`src/pkg/watch_pkg.sv`:
```
package watch_pkg;
  // Time base
  localparam int CLK_HZ = 20_000_000;
  localparam int BP_HZ = 32;
  localparam int HALF_BP_CYCLES = CLK_HZ / (2 * BP_HZ);
  localparam int FOUT_HI_HZ = 1024;
  localparam int FOUT_LO_HZ = 256;
  localparam int FOUT_HALF_HI_CYCLES = CLK_HZ / (2 * FOUT_HI_HZ);
  localparam int FOUT_HALF_LO_CYCLES = CLK_HZ / (2 * FOUT_LO_HZ);
  // Display timing, counted in 32 Hz ticks or seconds
  localparam int REVERT_MS = 2250;
  localparam logic [6:0] REVERT_TICKS = 7'(REVERT_MS * BP_HZ / 1000);
  localparam int ALT_SECONDS = 2;
  localparam logic [4:0] PH_LAST = 5'h1F;
  localparam logic [4:0] STEP_MASK_1HZ = 5'h1F;
  localparam logic [4:0] STEP_MASK_2HZ = 5'h0F;
  localparam logic [4:0] FAST_MASK_1HZ = 5'h07;
  localparam logic [4:0] FAST_MASK_2HZ = 5'h03;
  // Known state after reset or test entry
  localparam logic [3:0] START_HOUR = 4'h1;
  localparam logic [3:0] START_MONTH = 4'h1;
  localparam logic [4:0] START_DATE = 5'h01;
  // Register map, byte addresses
  localparam logic [3:0] TIME_OFS = 4'h0;
  localparam logic [3:0] DATE_OFS = 4'h4;
  localparam logic [3:0] STATUS_OFS = 4'h8;
  localparam logic [3:0] CTRL_OFS = 4'hC;
  localparam int CTRL_FAST_BIT = 0;
  localparam int CTRL_RATE2_BIT = 1;
  // Digit codes beyond 0..9
  localparam logic [3:0] DIG_A = 4'hA;
  localparam logic [3:0] DIG_P = 4'hB;
  localparam logic [3:0] DIG_BLANK = 4'hF;

  typedef enum logic [8:0] {
    ST_DISP1 = 9'h001,
    ST_D1_DATE = 9'h002,
    ST_D1_SEC = 9'h004,
    ST_DISP2 = 9'h008,
    ST_D2_SEC = 9'h010,
    ST_SET_MON = 9'h020,
    ST_SET_DATE = 9'h040,
    ST_SET_HOUR = 9'h080,
    ST_SET_MIN = 9'h100
  } state_t;
endpackage

```
`src/button_debounce.sv`:
```
`timescale 1ns/100ps
// Accepts a new level only after two agreeing samples at the debounce rate
module button_debounce (
  input wire logic clk_sys_i,
  input wire logic reset_n_i,
  input wire logic sample_i,
  input wire logic raw_i,
  output logic level_o,
  output logic press_o
);
  logic last;
  // Both closure and release must be stable across a sample interval
  always_ff @(posedge clk_sys_i) begin
    if (!reset_n_i) begin
      last <= 1'b0;
      level_o <= 1'b0;
    end else if (sample_i) begin
      last <= raw_i;
      if (last == raw_i) begin
        level_o <= raw_i;
      end
    end
  end
  assign press_o = sample_i && (last == raw_i) && raw_i && !level_o;
endmodule

```
`src/watch_ctrl.sv`:
```
// Implementation choices: the Wishbone interface to the registers and the placing of the registers.
`timescale 1ns/100ps
// What this block does
// - Cycle in hour-set enters minute-set, colon lit
// - Set while cycle held: hold, no step
// - Set after cycle released: hold, step minutes
// - Cycle in minute-set returns to first display
// - First display colon blinks, steady under hold
// - Alternating display shows colon steady on time
// - Set in either display clears hold
// - Step rate 1 or 2 Hz, fast four times
// - Stop forces segments off, halts time base
// - Buttons debounced both edges at 8/16 Hz
// - Segments drive 32 Hz, inverted when lit
// - Colon same drive, blinks or steady per mode
// - Monitor output gives 256 or 1024 Hz
// - Test high turns backplane pad into clock input
// - Test high drops phase control, zero reference
// - Test rising resets to 1 AM January first
// - Alternating cycle walks month, date, hour set
// - Alternating display swaps every two seconds
// - First display set shows date, reverts, seconds
// - Four-year calendar with leap February
module watch_ctrl #(
  parameter int HALF_BP = watch_pkg::HALF_BP_CYCLES,
  parameter int FOUT_HALF_HI = watch_pkg::FOUT_HALF_HI_CYCLES,
  parameter int FOUT_HALF_LO = watch_pkg::FOUT_HALF_LO_CYCLES,
  parameter bit FOUT_1024 = 1'b1,
  parameter bit DEBOUNCE_16HZ = 1'b0,
  parameter bit SET_RATE_2HZ = 1'b0,
  parameter bit FAST_SET = 1'b1
) (
  input wire logic clk_sys_i,
  input wire logic reset_n_i,
  input wire logic wb_cyc_i,
  input wire logic wb_stb_i,
  input wire logic wb_we_i,
  input wire logic [3:0] wb_adr_i,
  input wire logic [3:0] wb_sel_i,
  input wire logic [31:0] wb_dat_i,
  output logic [31:0] wb_dat_o,
  output logic wb_ack_o,
  input wire logic set_btn_i,
  input wire logic cycle_btn_i,
  input wire logic stop_i,
  input wire logic test_i,
  input wire logic backplane_pad_i,
  output logic backplane_pad_o,
  output logic backplane_pad_oe_o,
  output logic [27:0] seg_o,
  output logic colon_o,
  output logic fout_o
);
  watch_pkg::state_t state, next_state;
  logic [18:0] bp_cnt;
  logic [15:0] fout_cnt;
  logic int_bp, test_q, pad_q;
  logic [4:0] ph;
  logic [6:0] revert_cnt;
  logic [1:0] alt_cnt;
  logic hold, armed, fast, fast_en, rate2;
  logic [5:0] sec, minute;
  logic [3:0] hour, month;
  logic pm;
  logic [4:0] date;
  logic [1:0] year;

  // Time base: internal 32 Hz, or rising pad edges in test mode
  wire bp_end = (bp_cnt == 19'(HALF_BP - 1));
  wire int_tick = bp_end && int_bp && !stop_i;
  wire ext_tick = backplane_pad_i && !pad_q && !stop_i;
  wire tick32 = test_i ? ext_tick : int_tick;
  wire bp_level = test_i ? 1'b0 : int_bp;
  wire test_rise = test_i && !test_q;
  wire sec_tick = tick32 && (ph == watch_pkg::PH_LAST);
  wire sample = tick32 && (DEBOUNCE_16HZ ? ph[0] : (ph[1:0] == 2'h3));
  wire [4:0] step_mask = fast ?
    (rate2 ? watch_pkg::FAST_MASK_2HZ : watch_pkg::FAST_MASK_1HZ) :
    (rate2 ? watch_pkg::STEP_MASK_2HZ : watch_pkg::STEP_MASK_1HZ);
  wire step_tick = tick32 && ((ph & step_mask) == step_mask);

  // Stop halts the divider too, so nothing moves while stored
  always_ff @(posedge clk_sys_i) begin
    if (!reset_n_i || bp_end) begin
      bp_cnt <= 19'h00000;
    end else if (!stop_i) begin
      bp_cnt <= bp_cnt + 19'h00001;
    end
  end

  always_ff @(posedge clk_sys_i) begin
    if (!reset_n_i) begin
      int_bp <= 1'b0;
      test_q <= 1'b0;
      pad_q <= 1'b0;
      ph <= 5'h00;
    end else begin
      if (int_tick || (bp_end && !stop_i)) begin
        int_bp <= !int_bp;
      end
      test_q <= test_i;
      pad_q <= backplane_pad_i;
      if (tick32) begin
        ph <= ph + 5'h01;
      end
    end
  end

  // Oscillator monitor output
  wire [15:0] fout_half = FOUT_1024 ? 16'(FOUT_HALF_HI - 1) : 16'(FOUT_HALF_LO - 1);
  always_ff @(posedge clk_sys_i) begin
    if (!reset_n_i) begin
      fout_cnt <= 16'h0000;
      fout_o <= 1'b0;
    end else if (!stop_i) begin
      fout_cnt <= (fout_cnt == fout_half) ? 16'h0000 : fout_cnt + 16'h0001;
      if (fout_cnt == fout_half) begin
        fout_o <= !fout_o;
      end
    end
  end

  // Button conditioning
  logic set_lv, set_p, cyc_lv, cyc_p;
  button_debounce u_set_db (
    .clk_sys_i(clk_sys_i),
    .reset_n_i(reset_n_i),
    .sample_i(sample),
    .raw_i(set_btn_i),
    .level_o(set_lv),
    .press_o(set_p)
  );
  button_debounce u_cyc_db (
    .clk_sys_i(clk_sys_i),
    .reset_n_i(reset_n_i),
    .sample_i(sample),
    .raw_i(cycle_btn_i),
    .level_o(cyc_lv),
    .press_o(cyc_p)
  );

  // Mode sequencing; cycle with set held in a set mode is taken as fast-set, not advance
  wire in_set = state[5] | state[6] | state[7] | state[8];
  wire cyc_adv = cyc_p && !(in_set && set_lv && fast_en);
  wire reverted = (revert_cnt == watch_pkg::REVERT_TICKS);
  always_comb begin
    next_state = state;
    case (state)
      watch_pkg::ST_DISP1: begin
        if (set_p) next_state = watch_pkg::ST_D1_DATE;
        else if (cyc_p) next_state = watch_pkg::ST_DISP2;
      end
      watch_pkg::ST_D1_DATE: begin
        if (set_p) next_state = watch_pkg::ST_D1_SEC;
        else if (reverted) next_state = watch_pkg::ST_DISP1;
      end
      watch_pkg::ST_D1_SEC: begin
        if (set_p) next_state = watch_pkg::ST_DISP1;
      end
      watch_pkg::ST_DISP2: begin
        if (set_p) next_state = watch_pkg::ST_D2_SEC;
        else if (cyc_p) next_state = watch_pkg::ST_SET_MON;
      end
      watch_pkg::ST_D2_SEC: begin
        if (set_p) next_state = watch_pkg::ST_DISP2;
      end
      watch_pkg::ST_SET_MON: begin
        if (cyc_adv) next_state = watch_pkg::ST_SET_DATE;
      end
      watch_pkg::ST_SET_DATE: begin
        if (cyc_adv) next_state = watch_pkg::ST_SET_HOUR;
      end
      watch_pkg::ST_SET_HOUR: begin
        if (cyc_adv) next_state = watch_pkg::ST_SET_MIN;
      end
      watch_pkg::ST_SET_MIN: begin
        if (cyc_adv) next_state = watch_pkg::ST_DISP1;
      end
      default: next_state = watch_pkg::ST_DISP1;
    endcase
  end

  always_ff @(posedge clk_sys_i) begin
    if (!reset_n_i || test_rise) begin
      state <= watch_pkg::ST_DISP1;
    end else begin
      state <= next_state;
    end
  end

  // Hold, step arming and fast-set flags
  wire set_in_min = state[8] && set_p;
  always_ff @(posedge clk_sys_i) begin
    if (!reset_n_i || test_rise) begin
      hold <= 1'b0;
      armed <= 1'b0;
      fast <= 1'b0;
    end else begin
      if (set_in_min) begin
        hold <= 1'b1;
      end else if (set_p && (state[0] || state[3])) begin
        hold <= 1'b0;
      end
      if (set_in_min) begin
        armed <= !cyc_lv;
      end else if (!set_lv) begin
        armed <= 1'b0;
      end
      if (!set_lv) begin
        fast <= 1'b0;
      end else if (in_set && cyc_p && fast_en) begin
        fast <= 1'b1;
      end
    end
  end

  // Revert timer counts only after set is released
  always_ff @(posedge clk_sys_i) begin
    if (!reset_n_i || !state[1] || set_lv) begin
      revert_cnt <= 7'h00;
    end else if (tick32 && !reverted) begin
      revert_cnt <= revert_cnt + 7'h01;
    end
  end

  // Alternating display phase, two seconds per half
  always_ff @(posedge clk_sys_i) begin
    if (!reset_n_i || !state[3]) begin
      alt_cnt <= 2'h0;
    end else if (sec_tick) begin
      alt_cnt <= alt_cnt + 2'h1;
    end
  end
  wire alt_date = alt_cnt[1];

  // Calendar carry chain
  function automatic logic [4:0] month_days(input logic [3:0] m, input logic [1:0] y);
    case (m)
      4'h2: month_days = (y == 2'h0) ? 5'd29 : 5'd28;
      4'h4, 4'h6, 4'h9, 4'hB: month_days = 5'd30;
      default: month_days = 5'd31;
    endcase
  endfunction

  wire sec_wrap = (sec == 6'd59);
  wire min_wrap = (minute == 6'd59);
  wire day_end = (hour == 4'd11) && pm;
  wire date_wrap = (date == month_days(month, year));
  wire mon_wrap = (month == 4'd12);
  wire [5:0] min_inc = min_wrap ? 6'd0 : minute + 6'd1;
  wire [3:0] hour_inc = (hour == 4'd12) ? 4'd1 : hour + 4'd1;
  wire pm_inc = (hour == 4'd11) ? !pm : pm;
  wire [4:0] date_inc = date_wrap ? 5'd1 : date + 5'd1;
  wire [3:0] mon_inc = mon_wrap ? 4'd1 : month + 4'd1;
  wire set_step = step_tick && set_lv;
  wire run_sec = sec_tick && !hold;

  always_ff @(posedge clk_sys_i) begin
    if (!reset_n_i || test_rise) begin
      sec <= 6'd0;
      minute <= 6'd0;
      hour <= watch_pkg::START_HOUR;
      pm <= 1'b0;
      date <= watch_pkg::START_DATE;
      month <= watch_pkg::START_MONTH;
      year <= 2'h0;
    end else if (set_step && in_set) begin
      if (state[5]) month <= mon_inc;
      if (state[6]) date <= date_inc;
      if (state[7]) begin
        hour <= hour_inc;
        pm <= pm_inc;
      end
      if (state[8] && armed) minute <= min_inc;
    end else if (run_sec) begin
      sec <= sec_wrap ? 6'd0 : sec + 6'd1;
      if (sec_wrap) minute <= min_inc;
      if (sec_wrap && min_wrap) begin
        hour <= hour_inc;
        pm <= pm_inc;
      end
      if (sec_wrap && min_wrap && day_end) begin
        date <= date_inc;
        if (date_wrap) month <= mon_inc;
        if (date_wrap && mon_wrap) year <= year + 2'h1;
      end
    end
  end

  // Display content selection
  function automatic logic [7:0] two_dig(input logic [5:0] v, input logic blank_zero);
    logic [3:0] t;
    t = 4'(v / 6'd10);
    two_dig = {(blank_zero && t == 4'h0) ? watch_pkg::DIG_BLANK : t, 4'(v % 6'd10)};
  endfunction

  function automatic logic [6:0] seg7(input logic [3:0] d);
    case (d)
      4'h0: seg7 = 7'h3F;
      4'h1: seg7 = 7'h06;
      4'h2: seg7 = 7'h5B;
      4'h3: seg7 = 7'h4F;
      4'h4: seg7 = 7'h66;
      4'h5: seg7 = 7'h6D;
      4'h6: seg7 = 7'h7D;
      4'h7: seg7 = 7'h07;
      4'h8: seg7 = 7'h7F;
      4'h9: seg7 = 7'h6F;
      4'hA: seg7 = 7'h77;
      4'hB: seg7 = 7'h73;
      default: seg7 = 7'h00;
    endcase
  endfunction

  wire show_time = (state[0] || (state[3] && !alt_date));
  wire show_date = state[1] || (state[3] && alt_date);
  wire show_sec = state[2] || state[4];
  wire [7:0] blank2 = {watch_pkg::DIG_BLANK, watch_pkg::DIG_BLANK};
  wire [7:0] hour_d = two_dig({2'h0, hour}, 1'b1);
  wire [7:0] mon_d = two_dig({2'h0, month}, 1'b1);
  wire [7:0] date_d = two_dig({1'b0, date}, 1'b1);
  wire [7:0] min_d = two_dig(minute, 1'b0);
  wire [7:0] sec_d = two_dig(sec, 1'b0);
  wire [7:0] ampm_d = {watch_pkg::DIG_BLANK, pm ? watch_pkg::DIG_P : watch_pkg::DIG_A};
  wire [7:0] left_d = (show_time || state[7]) ? hour_d :
                      (show_date || state[5]) ? mon_d : blank2;
  wire [7:0] right_d = (show_time || state[8]) ? min_d :
                       (show_date || state[6]) ? date_d :
                       show_sec ? sec_d :
                       state[7] ? ampm_d : blank2;
  wire [27:0] lit = stop_i ? 28'h0000000 :
    {seg7(left_d[7:4]), seg7(left_d[3:0]), seg7(right_d[7:4]), seg7(right_d[3:0])};
  // Colon: blink from the 32 Hz phase, steady under hold or while setting hour or minute
  wire colon_lit = !stop_i && ((state[0] && (hold || ph[4])) ||
                               (state[3] && !alt_date) ||
                               state[7] || state[8]);

  // Phase-controlled drive; registered so the pads never glitch
  always_ff @(posedge clk_sys_i) begin
    if (!reset_n_i) begin
      seg_o <= 28'h0000000;
      colon_o <= 1'b0;
    end else begin
      seg_o <= lit ^ {28{bp_level}};
      colon_o <= colon_lit ^ bp_level;
    end
  end
  assign backplane_pad_o = int_bp;
  assign backplane_pad_oe_o = !test_i;

  // Wishbone slave: one wait state, unmapped reads return zero
  wire wb_req = wb_cyc_i && wb_stb_i && !wb_ack_o;
  wire ctrl_wr = wb_req && wb_we_i && (wb_adr_i == watch_pkg::CTRL_OFS) && wb_sel_i[0];
  wire [31:0] time_word = {9'h000, pm, 2'h0, hour, 2'h0, minute, 2'h0, sec};
  wire [31:0] date_word = {16'h0000, 2'h0, year, month, 3'h0, date};
  wire [31:0] status_word = {21'h000000, fast, hold, state};
  wire [31:0] ctrl_word = {30'h00000000, rate2, fast_en};
  wire [31:0] rd_word =
    (wb_adr_i == watch_pkg::TIME_OFS) ? time_word :
    (wb_adr_i == watch_pkg::DATE_OFS) ? date_word :
    (wb_adr_i == watch_pkg::STATUS_OFS) ? status_word :
    (wb_adr_i == watch_pkg::CTRL_OFS) ? ctrl_word : 32'h00000000;

  always_ff @(posedge clk_sys_i) begin
    if (!reset_n_i) begin
      wb_ack_o <= 1'b0;
      wb_dat_o <= 32'h00000000;
      fast_en <= FAST_SET;
      rate2 <= SET_RATE_2HZ;
    end else begin
      wb_ack_o <= wb_req;
      wb_dat_o <= wb_req ? rd_word : 32'h00000000;
      if (ctrl_wr) begin
        fast_en <= wb_dat_i[watch_pkg::CTRL_FAST_BIT];
        rate2 <= wb_dat_i[watch_pkg::CTRL_RATE2_BIT];
      end
    end
  end
endmodule

```
`config.mk`:
```
export PLATFORM = sky130hd
export DESIGN_NAME = watch_ctrl
export DESIGN_NICKNAME = d
export VERILOG_FILES = /design/src/pkg/watch_pkg.sv /design/src/button_debounce.sv /design/src/watch_ctrl.sv
export SDC_FILE = /design/constraint.sdc
export NUM_CORES = 1
export LEC_CHECK = 0
export ABC_CLOCK_PERIOD_IN_PS = 3200
export BUFFER_PORTS_ARGS = -buffer_cell sky130_fd_sc_hd__buf_4
export CAP_MARGIN = 10
export CORE_MARGIN = 1
export CORE_UTILIZATION = 35
export DETAILED_ROUTE_END_ITERATION = 12
export HOLD_SLACK_MARGIN = 0.03
export PLACE_DENSITY = 0.67
export SYNTH_ARGS = -nofsm -noshare
export SYNTH_HDL_FRONTEND = slang
export SYNTH_HIERARCHICAL = 1
export SYNTH_SLANG_ARGS = --single-unit
```
`constraint.sdc`:
```
create_clock -name clk_sys_i -period 3.2 [get_ports clk_sys_i]
set_input_delay 0.32 -clock clk_sys_i [delete_from_list [all_inputs] [get_ports clk_sys_i]]
set_output_delay 0.32 -clock clk_sys_i [all_outputs]
set_load 0.1 [all_outputs]
```
---- Word-level counts from Yosys, hierarchy flattened ----
Memory sizes are Yosys's and may differ from the RTL's.
Index checks and enable logic that the tools add are counted.
storage, ports and cells
  register bits ........................... 161
  ROM bits ................................ 448
  output and inout bits ................... 65
  word-level logic and storage cells ...... 281
  memories kept ........................... 4
cells by class
  $add $sub $neg .......................... 11
  divide/modulo/power cells ............... 10
  equal/unequal tests ..................... 45
  multiplexer cells ....................... 67
  bitwise operators ....................... 11
  reduce and logical (&&, ||, !) cells .... 101
memory list
  memory            depth  bits a word  rd ports  clocked after Yosys merged registers in  write ports  line               text
  (name not given)  16     7            1         0                                        0            watch_ctrl.sv:298  case (d)
  (name not given)  16     7            1         0                                        0            watch_ctrl.sv:298
  (name not given)  16     7            1         0                                        0            watch_ctrl.sv:298
  (name not given)  16     7            1         0                                        0            watch_ctrl.sv:298
operator list
  cell                                              number
  2-to-1 mux 9 bit                                  12
  one-hot mux 9 bit (9 select lines)                1
  2-to-1 mux 4 bit                                  14
  logical AND 1 bit                                 40
  2-to-1 mux 8 bit                                  5
  2-to-1 mux 6 bit                                  6
  2-to-1 mux 5 bit                                  7
  == test 4 bit (second input constant)             7
  2-to-1 mux 28 bit                                 1
  bitwise XOR 28 bit                                1
  2-to-1 mux 23 bit                                 1
  != test 2 bit (second input constant)             10
  adder 19 x 1 -> 19 bit (second input constant)    1
  == test 19 bit (second input constant)            1
  logical OR 1 bit                                  18
  zero test 1 bit                                   17
  adder 16 x 1 -> 16 bit (second input constant)    1
  == test 16 x 14 -> 1 bit (second input constant)  1
  zero test 4 bit                                   4
  2-to-1 mux 16 bit                                 1
  2-to-1 mux 14 bit                                 1
  2-to-1 mux 1 bit                                  13
  adder 6 x 1 -> 6 bit (second input constant)      2
  divider 4 x 4 -> 6 bit (second input constant)    2
  other kinds (45)                                  78

---- Longest topological paths before layout ----
Gate-level depths: netlist (run 1).
  word-level depth ........................ 11
  mapped depth ............................ 16
  mapped depth without buffers ............ 15

---- Modules after synthesis ----
Netlist (run 1), hierarchy kept.
by module, submodules not included
  module           times used  cells an instance  area each (µm²)  sequential area each (µm²)
  watch_ctrl       1           1,037              8,449.4          2,782.7
  button_debounce  2           9                  96.3             40.0

---- Worst setup path after synthesis (run 1) ----
No wires, ideal clock.
  path type ............................... register -> register
  start point ............................. register int_bp (netlist: backplane_pad_o)
  end point ............................... register state[7]
  data arrival time ....................... 3.655 ns
  data required time ...................... 3.129 ns
  slack ................................... -0.525 ns
  stages on the path, launching flop included .. 12
  clock period less this slack ............ 3.725 ns
  cell sequence ........................... dfxtp_1 > nand2_2 > or3_4 > a21oi_1 > buf_2 > and2_1 > and4b_1 > clkbuf_1 > o2bb2ai_1 > nor4_1 > nand4bb_1 > a21oi_1
on the way
  elaborated cells on any way between the ends .. 25
  those cells by class .................... 9 x eq/ne; 5 x mux; 11 x reduce/logical
RTL lines
  element                                                                              line                   text
  start: declaration                                                                   watch_ctrl.sv:57       logic int_bp, test_q, pad_q;
  start signal: assignment                                                             watch_ctrl.sv:99       int_bp <= !int_bp;
  logical AND 1 bit (*) (2 in a row)                                                   watch_ctrl.sv:70       wire int_tick = bp_end && int_bp && !stop_i;
  2-to-1 mux 1 bit (*)                                                                 watch_ctrl.sv:72       wire tick32 = test_i ? ext_tick : int_tick;
  logical AND 1 bit (*)                                                                watch_ctrl.sv:76       wire sample = tick32 && (DEBOUNCE_16HZ ? ph[0] : (ph[1:0] == 2'h3));
  via sample                                                                           watch_ctrl.sv:76
  logical AND 1 bit (*) (3 in a row)                                                   button_debounce.sv:24  assign press_o = sample_i && (last == raw_i) && raw_i && !level_o;
  via set_p                                                                            watch_ctrl.sv:124      logic set_lv, set_p, cyc_lv, cyc_p;
  != test 3 bit (no line), or another cell as far along                                --
  AND reduction 9 bit (no line) or one-hot mux 9 bit (9 select lines) (tied branches)  --
  end signal: assignment                                                               watch_ctrl.sv:185      state <= watch_pkg::ST_DISP1;
  end signal: assignment                                                               watch_ctrl.sv:187      state <= next_state;
  end: declaration                                                                     watch_ctrl.sv:54       watch_pkg::state_t state, next_state;
Mark *: on every way through the listed nets, which the timed path passes. The rest lies on a longest branch.
A chain may end at the register's enable or synchronous reset.

---- Worst setup path in the final report (run 1) ----
  start point ............................. register minute[4]
  end point ............................... register seg_o[2]
on the way
  word-level cells in the longest chain between the ends .. 5
RTL lines
  element                   line               text
  start: declaration        watch_ctrl.sv:62   logic [5:0] sec, minute;
  start signal: assignment  watch_ctrl.sv:274  if (state[8] && armed) minute <= min_inc;
  start signal: assignment  watch_ctrl.sv:277  if (sec_wrap) minute <= min_inc;
  modulo 6 x 4 -> 6 bit     watch_ctrl.sv:294  two_dig = {(blank_zero && t == 4'h0) ? watch_pkg::DIG_BLANK : t, 4'(v % 6'd10)};
  2-to-1 mux 8 bit          watch_ctrl.sv:327  wire [7:0] right_d = (show_time || state[8]) ? min_d :
  memory (16 x 7 bit)       --
  2-to-1 mux 28 bit         watch_ctrl.sv:331  wire [27:0] lit = stop_i ? 28'h0000000 :
  bitwise XOR 28 bit        watch_ctrl.sv:344  seg_o <= lit ^ {28{bp_level}};
  end signal: assignment    watch_ctrl.sv:344
  end: declaration          watch_ctrl.sv:50   output logic [27:0] seg_o,
No other way between the ends.

==> key figures, run 1 <==
Power and ir drop
  • Final Power: 4.01 mW
  • VDD IR-drop max: roughly 320 uV
  • Sw Share: 26.3%
  • Comb pwr share: 7.6%
  • Flop pwr share: 45.1%
  • Internal cell power: roughly 3.0 mW
  • Leak: 4.00 nW
  • Pwr Density: 394 nW/um^2
  • Net Sw Power: 1.05 mW
  • Clk network pwr share: ~47%

Setup path
  • CP required: 3.55 ns
  • WP data arrival: about 3.3 ns
  • Slowest cell on the critical path: ha_2
  • Crit path max-delay family: compound AO/OA/AOI/OAI gates
  • Crit. End Element: flip-flop
  • Crit path from: minute[4]
  • Crit path launch type: flip-flop
  • Buf+Inv Stages, Crit Path: 2
  • FF-to-FF Start: minute[4]
  • Crit path max fanout: 6
  • Setup CP Type: reg2reg
  • CP Cell Sequence: inv_1 > ha_2 > and3b_1 > o21ai_1 > o211ai_1 > o211ai_1 > a31oi_1 > a31oi_2 > inv_1 > ha_1 > o21a_1 > a311oi_1 > mux2i_1
  • CP max stage delay: 0.39 ns

Synth
  • Cell taking the most area after synthesis: dfxtp_1
  • Most area-consuming cells after synthesis: dfxtp_1, ha_1, nor2_1
  • Flops & latches, synth: 143
  • Main flop type after synthesis: dfxtp_1
  • Cell with the most instances after synthesis: dfxtp_1
  • Proportion of netlist area held by the largest area contributor: around a third
  • Seq/Total Area, Yosys: 33.1%
  • EDFF count, synth: 0
  • Netlist Area Pre-Place: 8640 um^2
  • Synth async-reset ratio: 0%
  • Ys Warns: 6
  • Mean Syn Cell Area: 8.19 um^2
  • Syn Inst Count: 1055
  • Yosys cell types: 85
  • Most instantiated cells after synthesis: dfxtp_1, nor2_1, nand2_1

Timing
  • Fin crit share: roughly 93%
  • Setup TNS: 0 ns
  • Measured slew at the worst slew-check pin: slightly above 0.9 ns
  • Final Critical Period: 2.99 ns
  • Skew final: 0.00753 ns
  • Hold Slack: approximately 0.11 ns
  • Fin. Hold Viols: 0
  • Slew margin rel.: 38.6%
  • Final count of pins violating max slew: 0
  • Setup violators final: 0
  • Peak Freq: approximately 330 MHz

Final layout
  • Final #Nets: 1226
  • Sequential cell area: 2870 um^2
  • Fillers: ~2500
  • Final core occ: 42.0%
  • Design Area, Final: approximately 10000 um^2
  • Layout cells sized above 1: between 10% and 20%
  • Multi-input combinational cell area: 5310 um^2
  • Ant diodes: 0
  • Synth-to-Final Area Change: 17.7%

Drt
  • Detailed Route WL: 22000 um
  • Detailed Routing Iterations Pass 1: 5
  • DRC viols: 0
  • Iter 0 DRT Violations: 469
  • Via count: 7635
  • Vias/cell: 5.21
  • Drt wl/cell: 15.0 um
  • Routed Antenna Nets: 0

Clock network
  • Clk pin slew, worst setup/hold paths: 0.06 ns
  • Worst skew pair latency: 0.43 ns
  • Hold buffer count at cts: 0
  • CTS root buffer: clkbuf_16
  • Max clock buf depth: 2
  • CTS HTree Levels: 4
  • Sinks on Clock Net: 143
  • CTS tree: built
  • Number of CTS-inserted buffers: 17

Flow run
  • Max-Cap Viols: 0

Worst hold path
  • Worst hold path class: in2reg
  • Min-Delay Startpoint: wb_dat_i[0]

Placed design
  • # port buffers: 68
  • Cell area after placement: between 9000 and 10000 um^2
  • GPL Wtd Cong: 0.911
  • HPWL after detailed placement: 16200 um

Floorplan
  • Die area: around 25000 um^2
  • Die width: 159 um
  • I/O Pins: around 120
  • CORE AREA: 24200 um^2
  • Initial Utilization: 35.6%
  • Rows: 57
  • Die Span Y: between 150 and 200 um

Run status
  • Status: complete, no violations

Global routing
  • Initial antenna violation count: 0
  • First-pass GRT wire length: 36200 um
  • Global Route Usage Sum: 17.6%
  • Largest net degree at the start of global routing: 48
  • Vias in the first global route: slightly above 7000
  • Overflow after GRT: 0
==> repair_timing <==
item,in CTS,in global routing
endpoints found under the setup margin,0,18
gates resized for setup,0,12
buffers inserted,0,2
==> power groups by stage <==
stage | Clock (mW) | Sequential [mW] | Combinational, mW
5_1_grt | 2.01 | 1.81 | 0.323
6_report | 1.89 | 1.81 | 0.307
3_5_place_dp | 0 | 1.85 | 0.307
4_1_cts | 1.93 | 1.81 | 0.308
3_3_place_gp | 0 | 1.85 | 0.305
2_1_floorplan | 0 | 1.93 | 0.167
==> routing by layer <==
| layer | wire [um] | global-route usage [%] | up-vias | part of all wire (%) |
|---|---|---|---|---|
| met5 | 0 | 0 | - | 0 |
| met3 | 1050 | 3.54 | 21 | 4.8 |
| met4 | 384 | 6.21 | 0 | 1.7 |
| li1 | - | - | 3839 | - |
| met2 | 10300 | 28.5 | 182 | 47 |
| met1 | 10200 | 23.1 | 3593 | 47 |
==> placed cells by master (no fill, tap or decap), drive strengths merged, types with 8 or more instances in the layout <==
cell,n
a21o,9
a21oi,58
a31oi,10
and2,29
and3,15
buf,112
clkbuf,20
clkinv,8
conb,13
dfxtp,143
ha,48
inv,50
mux2i,29
nand2,71
nand2b,10
nand3,32
nand4,15
nor2,127
nor2b,16
nor3,22
nor3b,11
nor4,8
o21a,10
o21ai,65
or3,14
xnor2,34
xor2,34
==> metrics by stage <==
stage / std cells / setup WS, ns
CTS: 1463 / 0.0984
global route: 1465 / -0.0288
detailed placement: 1431 / 0.116
finish: 1465 / 0.210
floorplan: 1067 / 0.0365
global placement: 1431 / 0.172
==> flip-flops by register name, indices dropped and copies added (netlist names), 4 cells and up <==
name        cells
sec             6
revert_cnt      7
fout_cnt       16
hour            4
seg_o          23
bp_cnt         19
month           4
date            5
ph              5
state           9
minute          6
wb_dat_o       19
==> worst min-delay path: cells and delay by family <==
kind                   cells  cell delay [ns]
buffers and inverters      1             0.08
and+or+nand+nor            1             0.06
muxes                      1             0.05
==> layout make-up <==
| cell class | count | area share [%] |
|---|---|---|
| flip-flops and latches | 143 | 28.2 |
| clock inverters | 12 | 1.11 |
| well taps | 324 | 3.99 |
| inverters | 50 | 1.88 |
| repair buffers | 112 | 8.27 |
| multi-input cells | 804 | 52.2 |
| clock buffers | 20 | 4.39 |
==> cells by family (layout without fill, tap and decap cells) <==
kind of cell,Yosys count,in the layout,synth area share [%]
fa+ha+maj,48,48,6.95
buf+inv,120,194,6.86
other cells,1,13,0.0434
flops,143,143,33.1
xor+xnor,68,68,6.89
mux,31,31,3.62
simple gates,400,400,23.7
compound gates,244,244,18.8
==> final timing paths <==
path                   to  slack (ns)  cells past startpoint
min               fast_en        0.11                      3
min reg2reg  fout_cnt[13]        0.49                      2
max              seg_o[2]        0.21                     13
max reg2reg      seg_o[2]        0.21                     13
Power figures use the tool's default switching activity.
==> run 2: changes to the inputs <==
RECOVER_POWER = 25   (was default)
==> key figures, run 2 (same netlist as run 1, synthesis figures left out) <==
Final layout
  • Synth-to-Final Area Change: 15.9%
  • Ant diodes: 0 (unchanged)
  • Max reg flops: 23 (unchanged)
  • Biggest register: seg_o
  • Commonest cells after routing, fill and taps aside: dfxtp_1, nor2_1, nand2_1, buf_4, o21ai_0
  • Final core occ: 41.3% (-0.65 points)
  • Final #Nets: 1226 (unchanged)
  • Top flop regs: seg_o x23, bp_cnt x19, wb_dat_o x19
  • Layout cells sized above 1: 12.3% (-3.7 points)
  • Commonest non-fill, non-tap cell in the layout: dfxtp_1

Clock network
  • Worst skew pair latency: 0.42 ns (about the same)
  • Clk pin slew, worst setup/hold paths: 0.06 ns (about the same)
  • Hold buffer count at cts: 0 (unchanged)
  • Number of CTS-inserted buffers: 17 (unchanged)
  • Max clock buf depth: 2 (unchanged)
  • CTS HTree Levels: 4 (unchanged)
  • CTS root buffer: clkbuf_16
  • CTS tree: built
  • Sinks on Clock Net: 143 (unchanged)

Worst hold path
  • Worst hold path class: in2reg
  • Min-Delay Startpoint: wb_dat_i[0]

Floorplan
  • I/O Pins: 115 (unchanged)
  • Die Span Y: 159 um (unchanged)
  • Die width: 159 um (unchanged)
  • Initial Utilization: 35.6% (unchanged)
  • CORE AREA: 24200 um^2 (unchanged)
  • Rows: 57 (unchanged)
  • Die area: 25300 um^2 (unchanged)

Global routing
  • Largest net degree at the start of global routing: 48 (unchanged)
  • Global Route Usage Sum: 17.6% (unchanged)
  • Overflow after GRT: 0 (unchanged)
  • Initial antenna violation count: 0 (unchanged)
  • First-pass GRT wire length: 36200 um (unchanged)
  • Vias in the first global route: 7119 (unchanged)

Run status
  • Status: complete, no violations

Power and ir drop
  • Pwr Density: 399 nW/um^2 (+1.3%)
  • Leak: 3.82 nW (-4.4%)
  • Final Power: 4.00 mW (-0.27%)
  • VDD IR-drop max: 314 uV (-0.55%)

Drt
  • Drt wl/cell: 15.0 um (about the same)
  • Vias/cell: 5.19 (-0.33%)
  • Iter 0 DRT Violations: 478 (+1.9%)
  • Detailed Routing Iterations Pass 1: 6 (+1)
  • DRC viols: 0 (unchanged)
  • Routed Antenna Nets: 0 (unchanged)
  • Via count: 7610 (-0.33%)
  • Detailed Route WL: 22000 um (about the same)

Setup path
  • CP required: 3.55 ns (about the same)
  • Crit path launch type: flip-flop
  • WP data arrival: 3.35 ns (about the same)
  • Crit path max fanout: 6 (unchanged)
  • Reg-to-reg setup timing slack: 0.20 ns (about the same)
  • FF-to-FF Start: minute[4]
  • Crit. End Element: flip-flop
  • Crit path from: minute[4]
  • Setup CP Type: reg2reg

Placed design
  • # port buffers: 68 (unchanged)
  • GPL Wtd Cong: 0.911 (unchanged)
  • HPWL after detailed placement: 16200 um (unchanged)

Timing
  • Measured slew at the worst slew-check pin: 1.19 ns (+0.265 ns)
  • Skew final: 0.00728 ns (-0.000242 ns)
  • Fin crit share: 93.7% (+0.25 points)
  • Fin. Hold Viols: 0 (unchanged)
  • Setup violators final: 0 (unchanged)
  • Final count of pins violating max slew: 0 (unchanged)
  • Peak Freq: 334 MHz (-0.26%)
  • Slew margin rel.: 21.3% (-17 points)
  • Final Critical Period: 3.00 ns (+0.00788 ns)

Flow run
  • Max-Cap Viols: 0 (unchanged)
## run 2: power breakdown
group	total, mW	internal (mW)	switching, mW
logic	0.297	0.0564	0.240
registers	1.81	1.80	0.0118
clock network	1.89	1.09	0.800
## run 2: final timing paths
path / end / cells after the start
max: seg_o[2] / 13
min: fast_en / 3
max reg2reg: seg_o[2] / 13
min reg2reg: fout_cnt[13] / 2
## run 2: repair_timing
action                                 4_1_cts  5_1_grt
endpoints found under the hold margin        0        0
buffers inserted                             0        2
setup endpoints to repair                    0       18
resized for setup                            0       12
## run 2: per-stage QoR
stage / cells / setup TNS (ns) / cell area [um^2] / worst slack [ns] / hold WS [ns]
3_5_place_dp: 1431 / 0 / 9550 / 0.116 / 0.485
6_report: 1465 / 0 / 10000 / 0.202 / 0.112
3_3_place_gp: 1431 / 0 / 9550 / 0.172 / 0.466
5_1_grt: 1465 / -0.0294 / 10000 / -0.0291 / 0.102
4_1_cts: 1463 / 0 / 10100 / 0.0984 / 0.100
2_1_floorplan: 1067 / 0 / 8720 / 0.0365 / 0.425
## run 2: layout make-up
cell class,count,area (um^2)
clock inverter,12,113
sequential,143,2870
inverter,50,191
timing repair buffer,112,683
multi-input combinational,804,5310
fill,2485,14200
clock buffer,20,447
tap,324,405
## run 2: layer usage
metal  up-vias  share of wire (%)  global-route usage, %
met5         -                  0                      0
met4         0                1.9                   6.21
met3        22                5.0                   3.54
met2       186                 47                   28.5
met1      3562                 47                   23.1
li1       3840                  -                      -
## run 2: worst max-delay path: stages (launching register included)
cell	delay (ns)
dfxtp_1	0.33
inv_1	0.08
ha_2	0.39
and3b_1	0.18
o21ai_1	0.17
o211ai_1	0.18
o211ai_1	0.21
a31oi_1	0.13
a31oi_2	0.22
inv_1	0.10
ha_1	0.24
o21a_1	0.19
a311oi_1	0.31
mux2i_1	0.21
